## config.mk

```make
export PLATFORM = sky130hd
export DESIGN_NAME = apc_top
export DESIGN_NICKNAME = d
export VERILOG_FILES = /design/src/hw/apc_spi.v /design/src/hw/apc_ofs.v /design/src/hw/apc_top.v
export VERILOG_INCLUDE_DIRS = /design/src /design/src/hw
export SDC_FILE = /design/constraint.sdc
export NUM_CORES = 1
export LEC_CHECK = 0
export BUFFER_PORTS_ARGS = -buffer_cell sky130_fd_sc_hd__buf_2
export CORE_ASPECT_RATIO = 1.2
export CORE_MARGIN = 2
export CORE_UTILIZATION = 55
export DETAILED_ROUTE_END_ITERATION = 8
export PLACE_DENSITY = 0.73
export SYNTH_ARGS = -nofsm -noshare
export SYNTH_HDL_FRONTEND = slang
export SYNTH_SLANG_ARGS = --single-unit
```

## constraint.sdc

```tcl
create_clock -name REF_CLK -period 8.8 [get_ports REF_CLK]
set_input_delay 0.88 -clock REF_CLK [delete_from_list [all_inputs] [get_ports REF_CLK]]
set_output_delay 0.88 -clock REF_CLK [all_outputs]
set_load 0.02 [all_outputs]
```

## src/hw/apc_defs.vh

```
// register map, field positions, reset values, clock rate and wake times in ns for the converter control
`ifndef APC_DEFS_VH
`define APC_DEFS_VH

// ==========================================
// register addresses
`define APC_A_READOUT   8'h00
`define APC_A_SWING     8'h01
`define APC_A_PERF      8'h03
`define APC_A_OFSEN     8'h3d
`define APC_A_DMODE     8'h42
`define APC_A_PWR       8'h45
`define APC_A_HF_B      8'h4a
`define APC_A_HF_A      8'h58
`define APC_A_HF_C      8'h66
`define APC_A_HF_D      8'h74
`define APC_A_PED_B     8'hbf
`define APC_A_PED_A     8'hc1
`define APC_A_PED_C     8'hc3
`define APC_A_PED_D     8'hc5
`define APC_A_LOOP      8'hcf
`define APC_A_SWEN      8'hf1

// ==========================================
// writable bit masks, all other bits read zero
`define APC_M_READOUT   8'h01
`define APC_M_SWING     8'hfc
`define APC_M_PERF      8'h03
`define APC_M_OFSEN     8'h20
`define APC_M_DMODE     8'h08
`define APC_M_PWR       8'he5
`define APC_M_HF        8'h01
`define APC_M_PED       8'he0
`define APC_M_LOOP      8'hbc
`define APC_M_SWEN      8'h03

// ==========================================
// field positions
`define APC_B_READOUT   0
`define APC_B_SWRST     1
`define APC_B_PINFN     0
`define APC_B_GPD       2
`define APC_B_DSTR      5
`define APC_B_CSTR      6
`define APC_B_STBY      7
`define APC_B_OFSEN     5
`define APC_B_DM1       3
`define APC_B_FRZ       7
`define APC_B_HF        0
`define APC_PED_HI      7
`define APC_PED_LO      5
`define APC_TC_HI       5
`define APC_TC_LO       2
`define APC_SWG_HI      7
`define APC_SWG_LO      2

// ==========================================
// values and timing
`define APC_RST_VAL     8'h00
`define APC_SWEN_ON     2'h3
`define APC_CLK_MHZ     40
`define APC_GPD_WAKE_NS 100000
`define APC_STB_WAKE_NS 10000

`endif

```

## src/hw/apc_spi.v

```verilog
// serial configuration slave: 8-bit address then 8-bit data, msb first
`timescale 1ns/1ps
module apc_spi (
    input  wire       clk,
    input  wire       rst,
    input  wire       sen_n,
    input  wire       sclk,
    input  wire       sdata,
    input  wire [7:0] rd_q,
    output reg        wr_stb,
    output reg  [7:0] wr_addr,
    output reg  [7:0] wr_data,
    output reg  [7:0] rd_addr,
    output wire       sdo
);
    reg        sclk_d;
    reg [4:0]  cnt;
    reg [14:0] sh;
    reg [7:0]  osh;
    wire       rise = sclk & ~sclk_d;
    wire       fall = ~sclk & sclk_d;

    assign sdo = osh[7];

    always @(posedge clk) begin
        sclk_d <= sclk;
        wr_stb <= 1'b0;
        if (rst) begin
            cnt     <= 5'h00;
            sh      <= 15'h0000;
            osh     <= 8'h00;
            wr_addr <= 8'h00;
            wr_data <= 8'h00;
            rd_addr <= 8'h00;
        end else if (sen_n) begin
            cnt <= 5'h00;
            osh <= 8'h00;
        end else begin
            if (rise && cnt != 5'h10) begin
                sh  <= {sh[13:0], sdata};
                cnt <= cnt + 5'h01;
                if (cnt == 5'h07)
                    rd_addr <= {sh[6:0], sdata};
                if (cnt == 5'h0f) begin
                    wr_stb  <= 1'b1;
                    wr_addr <= sh[14:7];
                    wr_data <= {sh[6:0], sdata};
                end
            end
            // readback bits change on the falling edge, host samples on rising
            if (fall && cnt == 5'h08)
                osh <= rd_q;
            else if (fall && cnt > 5'h08)
                osh <= {osh[6:0], 1'b0};
        end
    end
endmodule

```

## src/hw/apc_ofs.v

```verilog
// one channel of the digital offset correction loop
`timescale 1ns/1ps
module apc_ofs #(
    parameter DW = 11
) (
    input  wire          clk,
    input  wire          rst,
    input  wire          en,
    input  wire          hold,
    input  wire          vld,
    input  wire [3:0]    tc,
    input  wire [2:0]    ped,
    input  wire [DW-1:0] din,
    output reg  [DW-1:0] dout
);
    localparam XW = DW + 2;
    localparam AW = XW + 16;

    reg  signed [AW-1:0] acc_r;
    wire signed [XW-1:0] est   = acc_r[AW-1:16];
    wire signed [XW-1:0] raw_x = {2'b00, din};
    wire signed [XW-1:0] cor   = raw_x - est;
    wire signed [XW-1:0] mid   = {3'b001, {(DW-1){1'b0}}};
    wire signed [XW-1:0] tgt   = mid + {{(XW-3){ped[2]}}, ped};
    wire signed [XW-1:0] err   = cor - tgt;
    // time constant is 2^tc cycles; the fraction keeps small errors alive
    wire signed [AW-1:0] step  = $signed({err, 16'h0000}) >>> tc;
    wire [DW-1:0]        dmax  = {DW{1'b1}};

    always @(posedge clk) begin
        if (rst || !en) begin
            acc_r <= {AW{1'b0}};
        end else if (vld && !hold) begin
            acc_r <= acc_r + step;
        end
        if (rst || !vld)
            dout <= {DW{1'b0}};
        else if (!en)
            dout <= din;
        else if (cor < 0)
            dout <= {DW{1'b0}};
        else if (cor > $signed({2'b00, dmax}))
            dout <= dmax;
        else
            dout <= cor[DW-1:0];
    end
endmodule

```

## src/hw/apc_top.v

```verilog
// converter configuration: register bank, power control, offset correction
// Functional notes
// - power-down pin acts standby or global by bit
// - global bit powers down channels, references, buffers
// - data buffer strength doubles when bit set
// - clock buffer strength doubles when bit set
// - standby bit parks all channels, fast wake
// - loop converges output to mid-code plus pedestal
// - pedestal is 3-bit signed in top bits
// - four separately addressed pedestal registers
// - freeze holds last estimate as correction
// - four-bit field sets loop time constant
// - two-bit performance field, 01/10 not for use
// - per-channel high-frequency bit in bit 0
// - swing control active only for code 11
// - offset enable needs digital mode bit one
// - readback pin driven only while readout set
`timescale 1ns/1ps
`include "apc_defs.vh"
module apc_top #(
    parameter DW = 11
) (
    input  wire          REF_CLK,
    input  wire          RESET,
    input  wire          SEN_N,
    input  wire          SCLK,
    input  wire          SDATA,
    output wire          SERIAL_READBACK_PIN,
    output wire          SERIAL_READBACK_OE,
    input  wire          PDN,
    input  wire [DW-1:0] ADC_A,
    input  wire [DW-1:0] ADC_B,
    input  wire [DW-1:0] ADC_C,
    input  wire [DW-1:0] ADC_D,
    output wire [DW-1:0] OUT_A,
    output wire [DW-1:0] OUT_B,
    output wire [DW-1:0] OUT_C,
    output wire [DW-1:0] OUT_D,
    output reg           OUT_VALID,
    output reg           CHAN_STANDBY,
    output reg           CHAN_PWR_DOWN,
    output reg           REF_PWR_DOWN,
    output reg           OBUF_PWR_DOWN,
    output reg           DATA_DRIVE_DBL,
    output reg           CLKOUT_DRIVE_DBL,
    output reg  [1:0]    PERF_TUNING,
    output reg           PERF_CODE_BAD,
    output reg  [3:0]    HIGH_FREQ,
    output reg           SWING_EN,
    output reg  [5:0]    SWING_SET
);

    // ==========================================
    // timing counts
    localparam integer GPD_CYC =
        `APC_GPD_WAKE_NS * `APC_CLK_MHZ / 1000;
    localparam integer STB_CYC =
        `APC_STB_WAKE_NS * `APC_CLK_MHZ / 1000;
    localparam [11:0] GPD_CNT = GPD_CYC[11:0];
    localparam [11:0] STB_CNT = STB_CYC[11:0];

    // ==========================================
    // register storage
    reg [7:0]  readout_r;
    reg [7:0]  swing_r;
    reg [7:0]  perf_r;
    reg [7:0]  ofsen_r;
    reg [7:0]  dmode_r;
    reg [7:0]  pwr_r;
    reg [7:0]  loop_r;
    reg [7:0]  swen_r;
    reg [7:0]  hf_a_r;
    reg [7:0]  hf_b_r;
    reg [7:0]  hf_c_r;
    reg [7:0]  hf_d_r;
    reg [7:0]  ped_a_r;
    reg [7:0]  ped_b_r;
    reg [7:0]  ped_c_r;
    reg [7:0]  ped_d_r;
    reg        swrst_r;

    // ==========================================
    // serial port wiring
    wire       wr_stb;
    wire [7:0] wr_addr;
    wire [7:0] wr_data;
    wire [7:0] rd_addr;
    wire       sdo;
    reg  [7:0] rd_q;
    wire       wr_ok;
    wire       rdbk_on;

    // ==========================================
    // power and loop state
    reg  [11:0] wake_r;
    reg  [11:0] wake_nxt;
    wire        stby_eff;
    wire        gpd_eff;
    wire        live;
    wire        loop_en;
    wire        loop_hold;
    wire [3:0]  tc;
    wire [11:0] ped_w;
    wire [4*DW-1:0] din_w;
    wire [4*DW-1:0] dout_w;

    function [7:0] wmask;
        input [7:0] d;
        input [7:0] m;
        begin
            wmask = d & m;
        end
    endfunction

    function [2:0] ped_of;
        input [7:0] r;
        begin
            ped_of = r[`APC_PED_HI:`APC_PED_LO];
        end
    endfunction

    // only the full 11 code opens swing control; 01 and 10 stay off
    function swing_on;
        input [7:0] r;
        begin
            swing_on = (r[1:0] == `APC_SWEN_ON);
        end
    endfunction

    function hf_of;
        input [7:0] r;
        begin
            hf_of = r[`APC_B_HF];
        end
    endfunction

    // ==========================================
    // serial slave
    apc_spi u_spi (
        .clk     (REF_CLK),
        .rst     (RESET),
        .sen_n   (SEN_N),
        .sclk    (SCLK),
        .sdata   (SDATA),
        .rd_q    (rd_q),
        .wr_stb  (wr_stb),
        .wr_addr (wr_addr),
        .wr_data (wr_data),
        .rd_addr (rd_addr),
        .sdo     (sdo)
    );

    // pin is released whenever readout is off
    assign rdbk_on             = readout_r[`APC_B_READOUT];
    assign SERIAL_READBACK_OE  = rdbk_on;
    assign SERIAL_READBACK_PIN = rdbk_on & sdo;

    // readout address stays writable so readout can be turned off again
    assign wr_ok = wr_stb &
        (~rdbk_on | (wr_addr == `APC_A_READOUT));

    // ==========================================
    // register writes
    always @(posedge REF_CLK) begin
        swrst_r <= 1'b0;
        if (RESET || swrst_r) begin
            readout_r <= `APC_RST_VAL;
            swing_r   <= `APC_RST_VAL;
            perf_r    <= `APC_RST_VAL;
            ofsen_r   <= `APC_RST_VAL;
            dmode_r   <= `APC_RST_VAL;
            pwr_r     <= `APC_RST_VAL;
            loop_r    <= `APC_RST_VAL;
            swen_r    <= `APC_RST_VAL;
            hf_a_r    <= `APC_RST_VAL;
            hf_b_r    <= `APC_RST_VAL;
            hf_c_r    <= `APC_RST_VAL;
            hf_d_r    <= `APC_RST_VAL;
            ped_a_r   <= `APC_RST_VAL;
            ped_b_r   <= `APC_RST_VAL;
            ped_c_r   <= `APC_RST_VAL;
            ped_d_r   <= `APC_RST_VAL;
        end else if (wr_ok) begin
            // masks keep unlisted bits at zero
            case (wr_addr)
                `APC_A_READOUT: begin
                    readout_r <= wmask(wr_data, `APC_M_READOUT);
                    swrst_r   <= wr_data[`APC_B_SWRST];
                end
                `APC_A_SWING:
                    swing_r <= wmask(wr_data, `APC_M_SWING);
                `APC_A_PERF:
                    perf_r  <= wmask(wr_data, `APC_M_PERF);
                `APC_A_OFSEN:
                    ofsen_r <= wmask(wr_data, `APC_M_OFSEN);
                `APC_A_DMODE:
                    dmode_r <= wmask(wr_data, `APC_M_DMODE);
                `APC_A_PWR:
                    pwr_r   <= wmask(wr_data, `APC_M_PWR);
                `APC_A_LOOP:
                    loop_r  <= wmask(wr_data, `APC_M_LOOP);
                `APC_A_SWEN:
                    swen_r  <= wmask(wr_data, `APC_M_SWEN);
                `APC_A_HF_A:
                    hf_a_r  <= wmask(wr_data, `APC_M_HF);
                `APC_A_HF_B:
                    hf_b_r  <= wmask(wr_data, `APC_M_HF);
                `APC_A_HF_C:
                    hf_c_r  <= wmask(wr_data, `APC_M_HF);
                `APC_A_HF_D:
                    hf_d_r  <= wmask(wr_data, `APC_M_HF);
                `APC_A_PED_A:
                    ped_a_r <= wmask(wr_data, `APC_M_PED);
                `APC_A_PED_B:
                    ped_b_r <= wmask(wr_data, `APC_M_PED);
                `APC_A_PED_C:
                    ped_c_r <= wmask(wr_data, `APC_M_PED);
                `APC_A_PED_D:
                    ped_d_r <= wmask(wr_data, `APC_M_PED);
                default: begin
                end
            endcase
        end
    end

    // ==========================================
    // register readback
    always @* begin
        case (rd_addr)
            `APC_A_READOUT: rd_q = readout_r;
            `APC_A_SWING:   rd_q = swing_r;
            `APC_A_PERF:    rd_q = perf_r;
            `APC_A_OFSEN:   rd_q = ofsen_r;
            `APC_A_DMODE:   rd_q = dmode_r;
            `APC_A_PWR:     rd_q = pwr_r;
            `APC_A_LOOP:    rd_q = loop_r;
            `APC_A_SWEN:    rd_q = swen_r;
            `APC_A_HF_A:    rd_q = hf_a_r;
            `APC_A_HF_B:    rd_q = hf_b_r;
            `APC_A_HF_C:    rd_q = hf_c_r;
            `APC_A_HF_D:    rd_q = hf_d_r;
            `APC_A_PED_A:   rd_q = ped_a_r;
            `APC_A_PED_B:   rd_q = ped_b_r;
            `APC_A_PED_C:   rd_q = ped_c_r;
            `APC_A_PED_D:   rd_q = ped_d_r;
            default:        rd_q = 8'h00;
        endcase
    end

    // ==========================================
    // power control
    assign stby_eff = pwr_r[`APC_B_STBY] |
        (PDN & ~pwr_r[`APC_B_PINFN]);
    assign gpd_eff  = pwr_r[`APC_B_GPD] |
        (PDN & pwr_r[`APC_B_PINFN]);

    // data is withheld during wake-up so the loop never learns from it
    always @* begin
        wake_nxt = wake_r;
        if (gpd_eff)
            wake_nxt = GPD_CNT;
        // standby never cuts short a longer wake still running
        else if (stby_eff && wake_r < STB_CNT)
            wake_nxt = STB_CNT;
        else if (!stby_eff && wake_r != 12'h000)
            wake_nxt = wake_r - 12'h001;
    end

    assign live = ~gpd_eff & ~stby_eff & (wake_r == 12'h000);

    always @(posedge REF_CLK) begin
        if (RESET) begin
            wake_r           <= 12'h000;
            OUT_VALID        <= 1'b0;
            CHAN_STANDBY     <= 1'b0;
            CHAN_PWR_DOWN    <= 1'b0;
            REF_PWR_DOWN     <= 1'b0;
            OBUF_PWR_DOWN    <= 1'b0;
            DATA_DRIVE_DBL   <= 1'b0;
            CLKOUT_DRIVE_DBL <= 1'b0;
            PERF_TUNING      <= 2'h0;
            PERF_CODE_BAD    <= 1'b0;
            HIGH_FREQ        <= 4'h0;
            SWING_EN         <= 1'b0;
            SWING_SET        <= 6'h00;
        end else begin
            wake_r           <= wake_nxt;
            OUT_VALID        <= live;
            CHAN_STANDBY     <= stby_eff & ~gpd_eff;
            CHAN_PWR_DOWN    <= gpd_eff;
            REF_PWR_DOWN     <= gpd_eff;
            OBUF_PWR_DOWN    <= gpd_eff;
            DATA_DRIVE_DBL   <= pwr_r[`APC_B_DSTR];
            CLKOUT_DRIVE_DBL <= pwr_r[`APC_B_CSTR];
            PERF_TUNING      <= perf_r[1:0];
            // forbidden codes are flagged, not blocked
            PERF_CODE_BAD    <= perf_r[0] ^ perf_r[1];
            HIGH_FREQ        <= {hf_of(hf_d_r), hf_of(hf_c_r),
                                 hf_of(hf_b_r), hf_of(hf_a_r)};
            SWING_EN         <= swing_on(swen_r);
            SWING_SET        <= swing_on(swen_r) ?
                                swing_r[`APC_SWG_HI:`APC_SWG_LO] : 6'h00;
        end
    end

    // ==========================================
    // offset correction loops
    assign loop_en   = ofsen_r[`APC_B_OFSEN] & dmode_r[`APC_B_DM1];
    assign loop_hold = loop_r[`APC_B_FRZ];
    assign tc        = loop_r[`APC_TC_HI:`APC_TC_LO];
    assign ped_w     = {ped_of(ped_d_r), ped_of(ped_c_r),
                        ped_of(ped_b_r), ped_of(ped_a_r)};
    assign din_w     = {ADC_D, ADC_C, ADC_B, ADC_A};

    genvar g;
    generate
        for (g = 0; g < 4; g = g + 1) begin : g_ch
            apc_ofs #(
                .DW (DW)
            ) u_ofs (
                .clk  (REF_CLK),
                .rst  (RESET),
                .en   (loop_en),
                .hold (loop_hold),
                .vld  (live),
                .tc   (tc),
                .ped  (ped_w[3*g +: 3]),
                .din  (din_w[DW*g +: DW]),
                .dout (dout_w[DW*g +: DW])
            );
        end
    endgenerate

    assign OUT_A = dout_w[DW*0 +: DW];
    assign OUT_B = dout_w[DW*1 +: DW];
    assign OUT_C = dout_w[DW*2 +: DW];
    assign OUT_D = dout_w[DW*3 +: DW];

endmodule

```

Yosys cells after proc, flatten, opt, wreduce, memory -nomap -nowiden

Index checks and enable logic that the tools add are counted.

Bits in registers: 285
Bits of input ports: 50
Output and inout bits: 67
Logic and storage cells: 202

$add $sub $neg: 18
Order comparisons: 10
Equality and inequality tests: 35
Shifts and indexed selects: 4
Mux-type cells: 19
Bitwise logic cells: 25
Reductions and logical operators: 45

Operators with widths:

| operator              | number |
|---|---|
| $mux 11               | 12 |
| $pmux 8 s16           | 1 |
| $add 29x29->29        | 4 |
| $sshr 29x4->29        | 4 |
| $eq 8x7->1 const B    | 12 |
| $eq 8x8->1 const B    | 12 |
| $add 12x3->13 const A | 4 |
| $gt 13x12->1 const B  | 4 |
| $lt 13x1->1 const B   | 4 |
| $sub 12x13->13        | 4 |
| $sub 13x13->13        | 4 |
| $mux 12               | 3 |
| $reduce_and 2->1      | 17 |
| $eq 8x1->1 const B    | 2 |
| $eq 8x2->1 const B    | 2 |
| $eq 8x6->1 const B    | 2 |
| $logic_not 8->1       | 2 |
| $mux 8                | 2 |
| $logic_not 12->1      | 1 |
| $lt 12x9->1 const B   | 1 |
| $reduce_bool 12->1    | 1 |
| $sub 12x1->12 const B | 1 |
| $not 1->1             | 11 |
| $and 1x1->1           | 10 |
| other kinds (17)      | 36 |

Longest topological paths before layout

Gate-level depths: netlist of the first run.

Depth in word-level cells: 8
Gate-level depth with buffers: 35
Depth with buffers taken out: 34

Hierarchy

Synthesis of the first run repeated with hierarchy kept, for this count alone.

Cell total of the unflattened synthesis: 3218
Area, all modules: 24692.4 µm²

Modules (own cells, without submodules):

| module                      | instances | cells an instance | area an instance (µm²) | sequential area each (µm²) |
|---|---|---|---|---|
| apc_ofs (g_ch[1].u_ofs ...) | 2         | 651               | 4727.0                 | 780.7 |
| apc_ofs (g_ch[3].u_ofs)     | 1         | 664               | 4828.4                 | 780.7 |
| apc_ofs (g_ch[0].u_ofs)     | 1         | 624               | 4655.7                 | 780.7 |
| apc_top                     | 1         | 373               | 3392.0                 | 1421.4 |
| apc_spi                     | 1         | 255               | 2362.3                 | 1081.0 |

Least setup slack after synthesis of the first run

Ideal clock, no wire load.

Path type: input -> register
From: in ADC_D[1]
To: reg g_ch[3].u_ofs.acc_r[28]
Library setup time: 0.070 ns
Arrival: 6.813 ns
Required time: 8.730 ns
Path slack: 1.917 ns
Stages on the path: 31
Buffers on the path: 0
Path through: ha_1 nor2b_1 o21ai_0 a21boi_1 o21ai_0 a21boi_1 o2111ai_1 nand2_1 nor2_1 xnor2_1 ha_1 ha_1 nand3_1 a211oi_1 o31ai_1 xnor2_1 xor2_4 mux4_2 mux2i_1 a21oi_1 ha_1 and4_1 nand2_1 a21oi_1 a22oi_1 o211ai_1 a21oi_1 o211ai_1 xnor2_1 or3_1 a21oi_1

Longest elaborated chain between the ends: 4

Ends and longest elaborated chain:

| item                   | RTL line     | RTL |
|---|---|---|
| start: declaration     | apc_top.v:34 | `input wire [DW-1:0] ADC_D,` |
| $sub 12x13->13         | apc_ofs.v:22 | `wire signed [XW-1:0] cor = raw_x - est;` |
| $sub 13x13->13         | apc_ofs.v:25 | `wire signed [XW-1:0] err = cor - tgt;` |
| $sshr 29x4->29         | apc_ofs.v:27 | `wire signed [AW-1:0] step = $signed({err, 16'h0000}) >>> tc;` |
| $add 29x29->29         | apc_ofs.v:34 | `acc_r <= acc_r + step;` |
| end signal: assignment | apc_ofs.v:32 | `acc_r <= {AW{1'b0}};` |
| end signal: assignment | apc_ofs.v:34 |  |
| end: declaration       | apc_ofs.v:19 | `reg signed [AW-1:0] acc_r;` |

Every way passes these cells.
A chain may end at the register's enable or synchronous reset.

Worst setup path after layout of the first run

From: reg g_ch[1].u_ofs.acc_r[17]
To: reg g_ch[1].u_ofs.acc_r[28]

Longest elaborated chain between the ends: 4

Ends and longest elaborated chain:

| item                     | RTL line |
|---|---|
| start: declaration       | apc_ofs.v:19 |
| start signal: assignment | apc_ofs.v:32 |
| start signal: assignment | apc_ofs.v:34 |
| $sub 12x13->13           | apc_ofs.v:22 |
| $sub 13x13->13           | apc_ofs.v:25 |
| $sshr 29x4->29           | apc_ofs.v:27 |
| $add 29x29->29 (*)       | apc_ofs.v:34 |

Every way passes the cells marked *; elsewhere a longest branch is shown, timed or not.

==> impl_metrics.tcl, run 1 <==
set metrics [dict create \
    yosys.area.top_type "dfxtp_1" \
    cp.arrival_ns 8.00 \
    synth_flop_cell "dfxtp_1" \
    period_share_pct 85.4 \
    postSynthAreaPerCell_um2 7.73 \
    synth_top_area_share_pct 24.1 \
    fin_area_um2 25400 \
    core.rowCount 82 \
    initial_utilization_pct 55.8 \
    worstMarginPinSlew_ns 1.07 \
    post-place-ws_ns 0.968 \
    placed_cell_area_um2 24200 \
    grt_pass1_vias 21300 \
    setup_violations 0 \
    reg2reg_slack_ns 1.28 \
    drt-initial-drc-count 1705 \
    regArea_um2 5630 \
    worstHoldStart "SCLK" \
    wl_per_cell_um 18.7 \
    reg2reg_from "g_ch[1].u_ofs.acc_r[17]" \
    post_cts_buffers 0 \
    cts_max_path_buffers 3 \
    synth-seq-cells 281 \
    worstHoldEndpoint "u_spi.sclk_d" \
    cts_tree "done" \
    cp.required_ns 9.28 \
    critPathKind "reg -> reg" \
    place_inst 3565 \
    yosysUniqueCellTypes 94 \
    synthTopCellsByArea "dfxtp_1 24%, ha_1 13%, a21oi_1 6.7%, nand2_1 6.3%, mux2i_1 4.8%" \
    timing.final.ws_setup_ns 1.28 \
    ys_seq_area_share_pct 24.1 \
    path_clk_slew_ns 0.07 \
    cts_buffers 34 \
    multi_input_area_um2 16600 \
    core_um2 41800 \
    die_area_um2 44000 \
    reg2regPathDepth 31 \
    post_cts_resized 0 \
    syn2layout_area_growth_pct 8.91 \
    first_pass_iters 8 \
    cts_sinks 281 \
    grt_antenna_before_repair 0 \
    slew_headroom_pct 27.9 \
    power-per-cell-area_nw_per_um2 172 \
    cpPeakStageDelay_ns 0.59 \
    drc 0 \
    endpoint_kind "flip-flop" \
    ctsHoldBuffers 0 \
    die_h_um 229 \
    insertion_delay_ns 0.58 \
    post-route-util_pct 60.8 \
    instances_no_fill 3623 \
    async_flop_share_pct 0 \
    dp_hpwl_um 50400 \
    cp-start-kind "flip-flop" \
    finalPower_mw 4.36 \
    crit_slowest_cell "nor3_1" \
    root_buffer "clkbuf_16" \
    ant_nets 0 \
    hp-class "in -> reg" \
    hold_ws_ns 0.450 \
    synthMostInstantiatedCell "nand2_1" \
    rsz0062_at_grt "false" \
    cap_viol_max_count 0 \
    tns_ns 0 \
    p_leak_nw 10.8 \
    synth_area_um2 23300 \
    wl_um 67700 \
    fmax_mhz 133 \
    fin_nets 3366 \
    syn_inst 3016 \
    reg2reg_to "g_ch[1].u_ofs.acc_r[28]" \
    grt_usage_pct 30.1 \
    synth_fp_nets 3327 \
    synth_edf_count 0 \
    synth.top_cells.by_count "394 x nand2_1, 310 x a21oi_1, 286 x nor2_1" \
    ir_drop_v 0.000172 \
    grt_max_degree 83 \
    port_buffers 116 \
    drive_gt1_share_pct 8.38 \
    vias_per_cell 6.18 \
    holdPathStages 1 \
    fill_cells 3774 \
    status "complete, no violations" \
    grt_pass1_wl_um 108000 \
    ys_warn_count 0 \
    critPathMaxFanout 6 \
    period_needed_ns 7.52 \
    cpMostUsedCell "ha_1" \
    fp.dieW_um 192 \
    place.gp.congestion 0.968 \
    hold_viol 0 \
    fin_skew_ns 0.0321 \
    htreeDepth 2 \
    overflow 0 \
    ios 117 \
    insertedDiodeCount 0 \
    timing.final.max_slew_violations 0 \
    vias 22400 \
]
logic make-up after synthesis:
kind of cell               Yosys count  share of synthesized area (%)
AOI/OAI and AO/OA                  829                           23.0
xor gates and xnor gates           160                           6.41
adders and majority gates          261                           14.4
buffers and inverters              289                           4.70
DFF                                281                           24.1
muxes                              136                           6.26
and+or+nand+nor                   1060                           21.1
critical path: cells and delay by family, from the launching register on:
family	cells	cell delay [ns]
and+or+nand+nor	10	2.49
AOI/OAI and AO/OA	14	2.67
adders and majority gates	4	1.34
xor gates and xnor gates	2	0.36
buffers and inverters	1	0.07
DFF	1	0.47
cell type report:
class / instances / share of cell area [%]
multi-input combinational: 2446 / 65.5
sequential: 281 / 22.2
inverter: 159 / 2.35
clock inverter: 10 / 0.592
clock buffer: 48 / 3.91
timing repair buffer: 133 / 2.79
tap: 546 / 2.69
registers in the layout, indices dropped and copies added, names as in the netlist, 4 cells and up:
| signal | flops |
|---|---|
| u_spi.rd_addr | 8 |
| HIGH_FREQ | 4 |
| swing_r | 6 |
| SWING_SET | 6 |
| u_spi.cnt | 5 |
| u_spi.osh | 8 |
| wake_r | 12 |
| g_ch.u_ofs.dout | 44 |
| u_spi.wr_addr | 8 |
| g_ch.u_ofs.acc_r | 112 |
| pwr_r | 5 |
| u_spi.wr_data | 8 |
| loop_r | 5 |
| u_spi.sh | 15 |
worst max-delay path by stage:
stage                                        from                       to  slack [ns]  cells after the start
final                     g_ch[1].u_ofs.acc_r[17]  g_ch[1].u_ofs.acc_r[28]        1.28                     31
after floorplan                          ADC_D[1]  g_ch[3].u_ofs.acc_r[28]        1.92                     31
after CTS                 g_ch[1].u_ofs.acc_r[17]  g_ch[1].u_ofs.acc_r[28]        1.43                     31
after detailed placement                 ADC_B[0]  g_ch[1].u_ofs.acc_r[28]        0.97                     30
after global routing      g_ch[3].u_ofs.acc_r[17]  g_ch[3].u_ofs.acc_r[28]        0.61                     32
after global placement                   ADC_D[1]  g_ch[3].u_ofs.acc_r[28]        1.18                     32
per-layer routing:
layer,vias up,share of wire (%),track usage [%]
met5,-,0,0
met4,0,4.1,12.8
met3,176,6.8,4.66
met2,829,48,51.9
met1,10500,41,36.9
li1,10900,-,-
where the power goes:
group / internal [mW] / switching (mW)
clock: 0.855 / 0.608
sequential: 1.32 / 0.0325
combinational: 0.572 / 0.971
cell usage in the layout, fill, tap and decap left out, types with 38 or more instances in the layout:
| cell type | netlist | routed |
|---|---|---|
| ha_1 | 249 | 249 |
| a21oi_1 | 310 | 310 |
| o21ai_0 | 105 | 105 |
| o21a_1 | 38 | 38 |
| a221o_1 | 38 | 38 |
| nand2_1 | 394 | 394 |
| mux2i_1 | 112 | 112 |
| inv_1 | 157 | 157 |
| dfxtp_1 | 281 | 279 |
| xor2_1 | 46 | 46 |
| xnor2_1 | 108 | 108 |
| a21o_1 | 54 | 54 |
| nor2_1 | 286 | 285 |
| nand3_1 | 68 | 68 |
| nor3_1 | 63 | 62 |
| buf_2 | 3 | 116 |
| nor2b_1 | 41 | 41 |
Power figures use the tool's default switching activity.
==> inputs of run 2 (changes only) <==
Settings changed: ABC_AREA from default to 1.
Clock period 8.8 ns to 9.49 ns, I/O delays scaled along.
==> impl_metrics.tcl, run 2 <==
set metrics [dict create \
    reg2reg_to "g_ch[0].u_ofs.acc_r[26]" \
    crit_slowest_cell "fa_1" \
    grt_max_degree 94 \
    worstHoldEndpoint "g_ch[0].u_ofs.acc_r[3]" \
    cp.arrival_ns 6.55 \
    synth_top_area_share_pct 22.6 \
    wl_um 71700 \
    drive_gt1_share_pct 6.83 \
    rsz0062_at_grt "false" \
    cp-start-kind "input port" \
    insertedDiodeCount 0 \
    insertion_delay_ns 0.61 \
    die_h_um 237 \
    yosysUniqueCellTypes 62 \
    synth_fp_nets 4198 \
    syn_inst 3887 \
    crit_family "compound AO/OA/AOI/OAI gates" \
    post_cts_resized 0 \
    vias_per_cell 5.55 \
    reg_top3 "g_ch.u_ofs.acc_r: 112 flops, g_ch.u_ofs.dout: 44 flops, u_spi.sh: 15 flops" \
    power-per-cell-area_nw_per_um2 150 \
    worstMarginPinSlew_ns 1.06 \
    path_clk_slew_ns 0.06 \
    wl_per_cell_um 15.7 \
    core.rowCount 85 \
    fill_cells 4486 \
    critPathMaxFanout 5 \
    drc 0 \
    path_buf_inv 5 \
    mostFrequentLayoutCells "863 x nand2_1, 550 x inv_1, 394 x a21oi_1" \
    post-place-ws_ns 2.91 \
    synth.top_cells.by_count "864 x nand2_1, 552 x inv_1, 394 x a21oi_1" \
    p_leak_nw 13.3 \
    fin_skew_ns 0.0272 \
    cts_max_path_buffers 3 \
    vias 25300 \
    synth_flop_cell "dfxtp_1" \
    final_common_cell "nand2_1" \
    ios 117 \
    fin_nets 4240 \
    async_flop_share_pct 0 \
    reg2reg_from "g_ch[0].u_ofs.acc_r[18]" \
    fp.dieW_um 198 \
    ant_nets 0 \
    dp_hpwl_um 54700 \
    place.gp.congestion 0.940 \
    cts_sinks 281 \
    synthTopCellsByArea "dfxtp_1 23%, nand2_1 13%, ha_1 13%, inv_1 8.3%, a21oi_1 7.9%" \
    reg2reg_slack_ns 3.45 \
    ctsHoldBuffers 0 \
    synthMostInstantiatedCell "nand2_1" \
    slew_headroom_pct 28.9 \
    top_register "g_ch.u_ofs.acc_r" \
    cts_buffers 31 \
    ys_seq_area_share_pct 22.6 \
    grt_usage_pct 30.4 \
    ir_drop_v 0.000155 \
    yosys.area.top_type "dfxtp_1" \
    timing.final.max_slew_violations 0 \
    cap_viol_max_count 0 \
    ys_warn_count 0 \
    cpMostUsedCell "nand2_1" \
    postSynthAreaPerCell_um2 6.40 \
    critPathKind "in -> reg" \
    largest_register_ffs 112 \
    cts_tree "done" \
    core_um2 44800 \
    htreeDepth 1 \
    worstHoldStart "g_ch[0].u_ofs.acc_r[3]" \
    hp-class "reg -> reg" \
    synth_edf_count 0 \
    first_pass_iters 6 \
    cp.required_ns 9.99 \
    drt-initial-drc-count 1636 \
    fmax_mhz 165 \
    root_buffer "clkbuf_16" \
    grt_antenna_before_repair 0 \
    synth-seq-cells 281 \
    post_cts_buffers 0 \
    grt_pass1_wl_um 117000 \
    grt_pass1_vias 24000 \
    port_buffers 116 \
    synth_area_um2 24900 \
    overflow 0 \
    endpoint_kind "flip-flop" \
    setup_violations 0 \
    holdPathStages 2 \
    period_needed_ns 6.04 \
    syn2layout_area_growth_pct 7.97 \
    reg2regPathDepth 33 \
    tns_ns 0 \
    cpPeakStageDelay_ns 0.40 \
    status "complete, no violations" \
    hold_viol 0 \
    timing.final.ws_setup_ns 3.45 \
    initial_utilization_pct 55.5 \
    die_area_um2 46900 \
    period_share_pct 63.7 \
]
[run 2: changes by cell type in the layout (fill, tap and decap cells not counted), moves of 31 or more]
cell,delta
inv_1,+393
nor2b_1,-41
nand2b_1,-31
a221o_1,-36
o21ai_0,+214
a21o_1,-35
xnor2_1,-54
mux2i_1,-110
nand2_1,+469
xor2_1,+43
o21bai_1,+33
nand3_1,+221
a21oi_1,+84
and2_1,-32
[run 2: cell families (layout without fill, tap and decap cells)]
family / Yosys count / after routing / synth area share, %
adder cells (fa/ha/maj): 261 / 261 / 13.5
AO/OA/AOI/OAI: 919 / 919 / 20.6
flip-flops: 281 / 281 / 22.6
buffers and inverters: 686 / 751 / 10.5
multiplexers: 2 / 2 / 0.0805
AND/OR/NAND/NOR: 1595 / 1595 / 27.6
XOR/XNOR: 143 / 143 / 5.04
[run 2: per-layer routing]
| metal | track usage (%) | vias up | share of wire (%) |
|---|---|---|---|
| met1 | 37.2 | 11600 | 43 |
| met4 | 11.2 | 0 | 3.6 |
| met3 | 2.96 | 159 | 4.4 |
| li1 | - | 13000 | - |
| met2 | 55.0 | 590 | 49 |
| met5 | 0 | - | 0 |
[run 2: area by class of cell]
class | instances | area [um^2] | area share (%)
clock buffer | 44 | 855 | 3.18
clock inverter | 12 | 159 | 0.592
inverter | 564 | 2120 | 7.89
multi-input combinational | 2920 | 16600 | 61.9
sequential | 281 | 5630 | 21.0
tap | 609 | 762 | 2.84
timing repair buffer | 131 | 693 | 2.58
[run 2: worst max path at each step]
stage                               to  depth (start not counted)  slack (ns)                     from
6_report       g_ch[0].u_ofs.acc_r[26]                         34        3.45                 ADC_A[0]
5_1_grt        g_ch[0].u_ofs.acc_r[26]                         33        2.81  g_ch[0].u_ofs.acc_r[18]
4_1_cts        g_ch[0].u_ofs.acc_r[26]                         34        3.56                 ADC_A[0]
3_5_place_dp   g_ch[0].u_ofs.acc_r[26]                         34        2.91                 ADC_A[0]
3_3_place_gp   g_ch[0].u_ofs.acc_r[26]                         34        2.96                 ADC_A[0]
2_1_floorplan  g_ch[2].u_ofs.acc_r[26]                         33        3.82                 ADC_C[0]
[run 2: tightest hold or removal path: stages, from the launching register on]
cell,delay (ns)
dfxtp_1,0.31
inv_1,0.05
a21oi_1,0.05
[run 2: stage by stage]
step / hold slack, ns / instance area, um^2 / util (%) / total power, mW / cells
3_5_place_dp: 0.447 / 25800 / 57.7 / 2.79 / 4505
5_1_grt: 0.472 / 26800 / 59.9 / 4.32 / 4561
3_3_place_gp: 0.441 / 25800 / 57.7 / 2.79 / 4505
4_1_cts: 0.455 / 26800 / 59.9 / 4.05 / 4561
2_1_floorplan: 0.413 / 24900 / - / 2.44 / 3887
6_report: 0.456 / 26800 / 59.9 / 4.04 / 4561
[run 2: report_power, final]
group	internal, mW	switching [mW]
registers	1.22	0.0269
logic	0.495	1.05
clock network	0.709	0.539
total	2.43	1.61
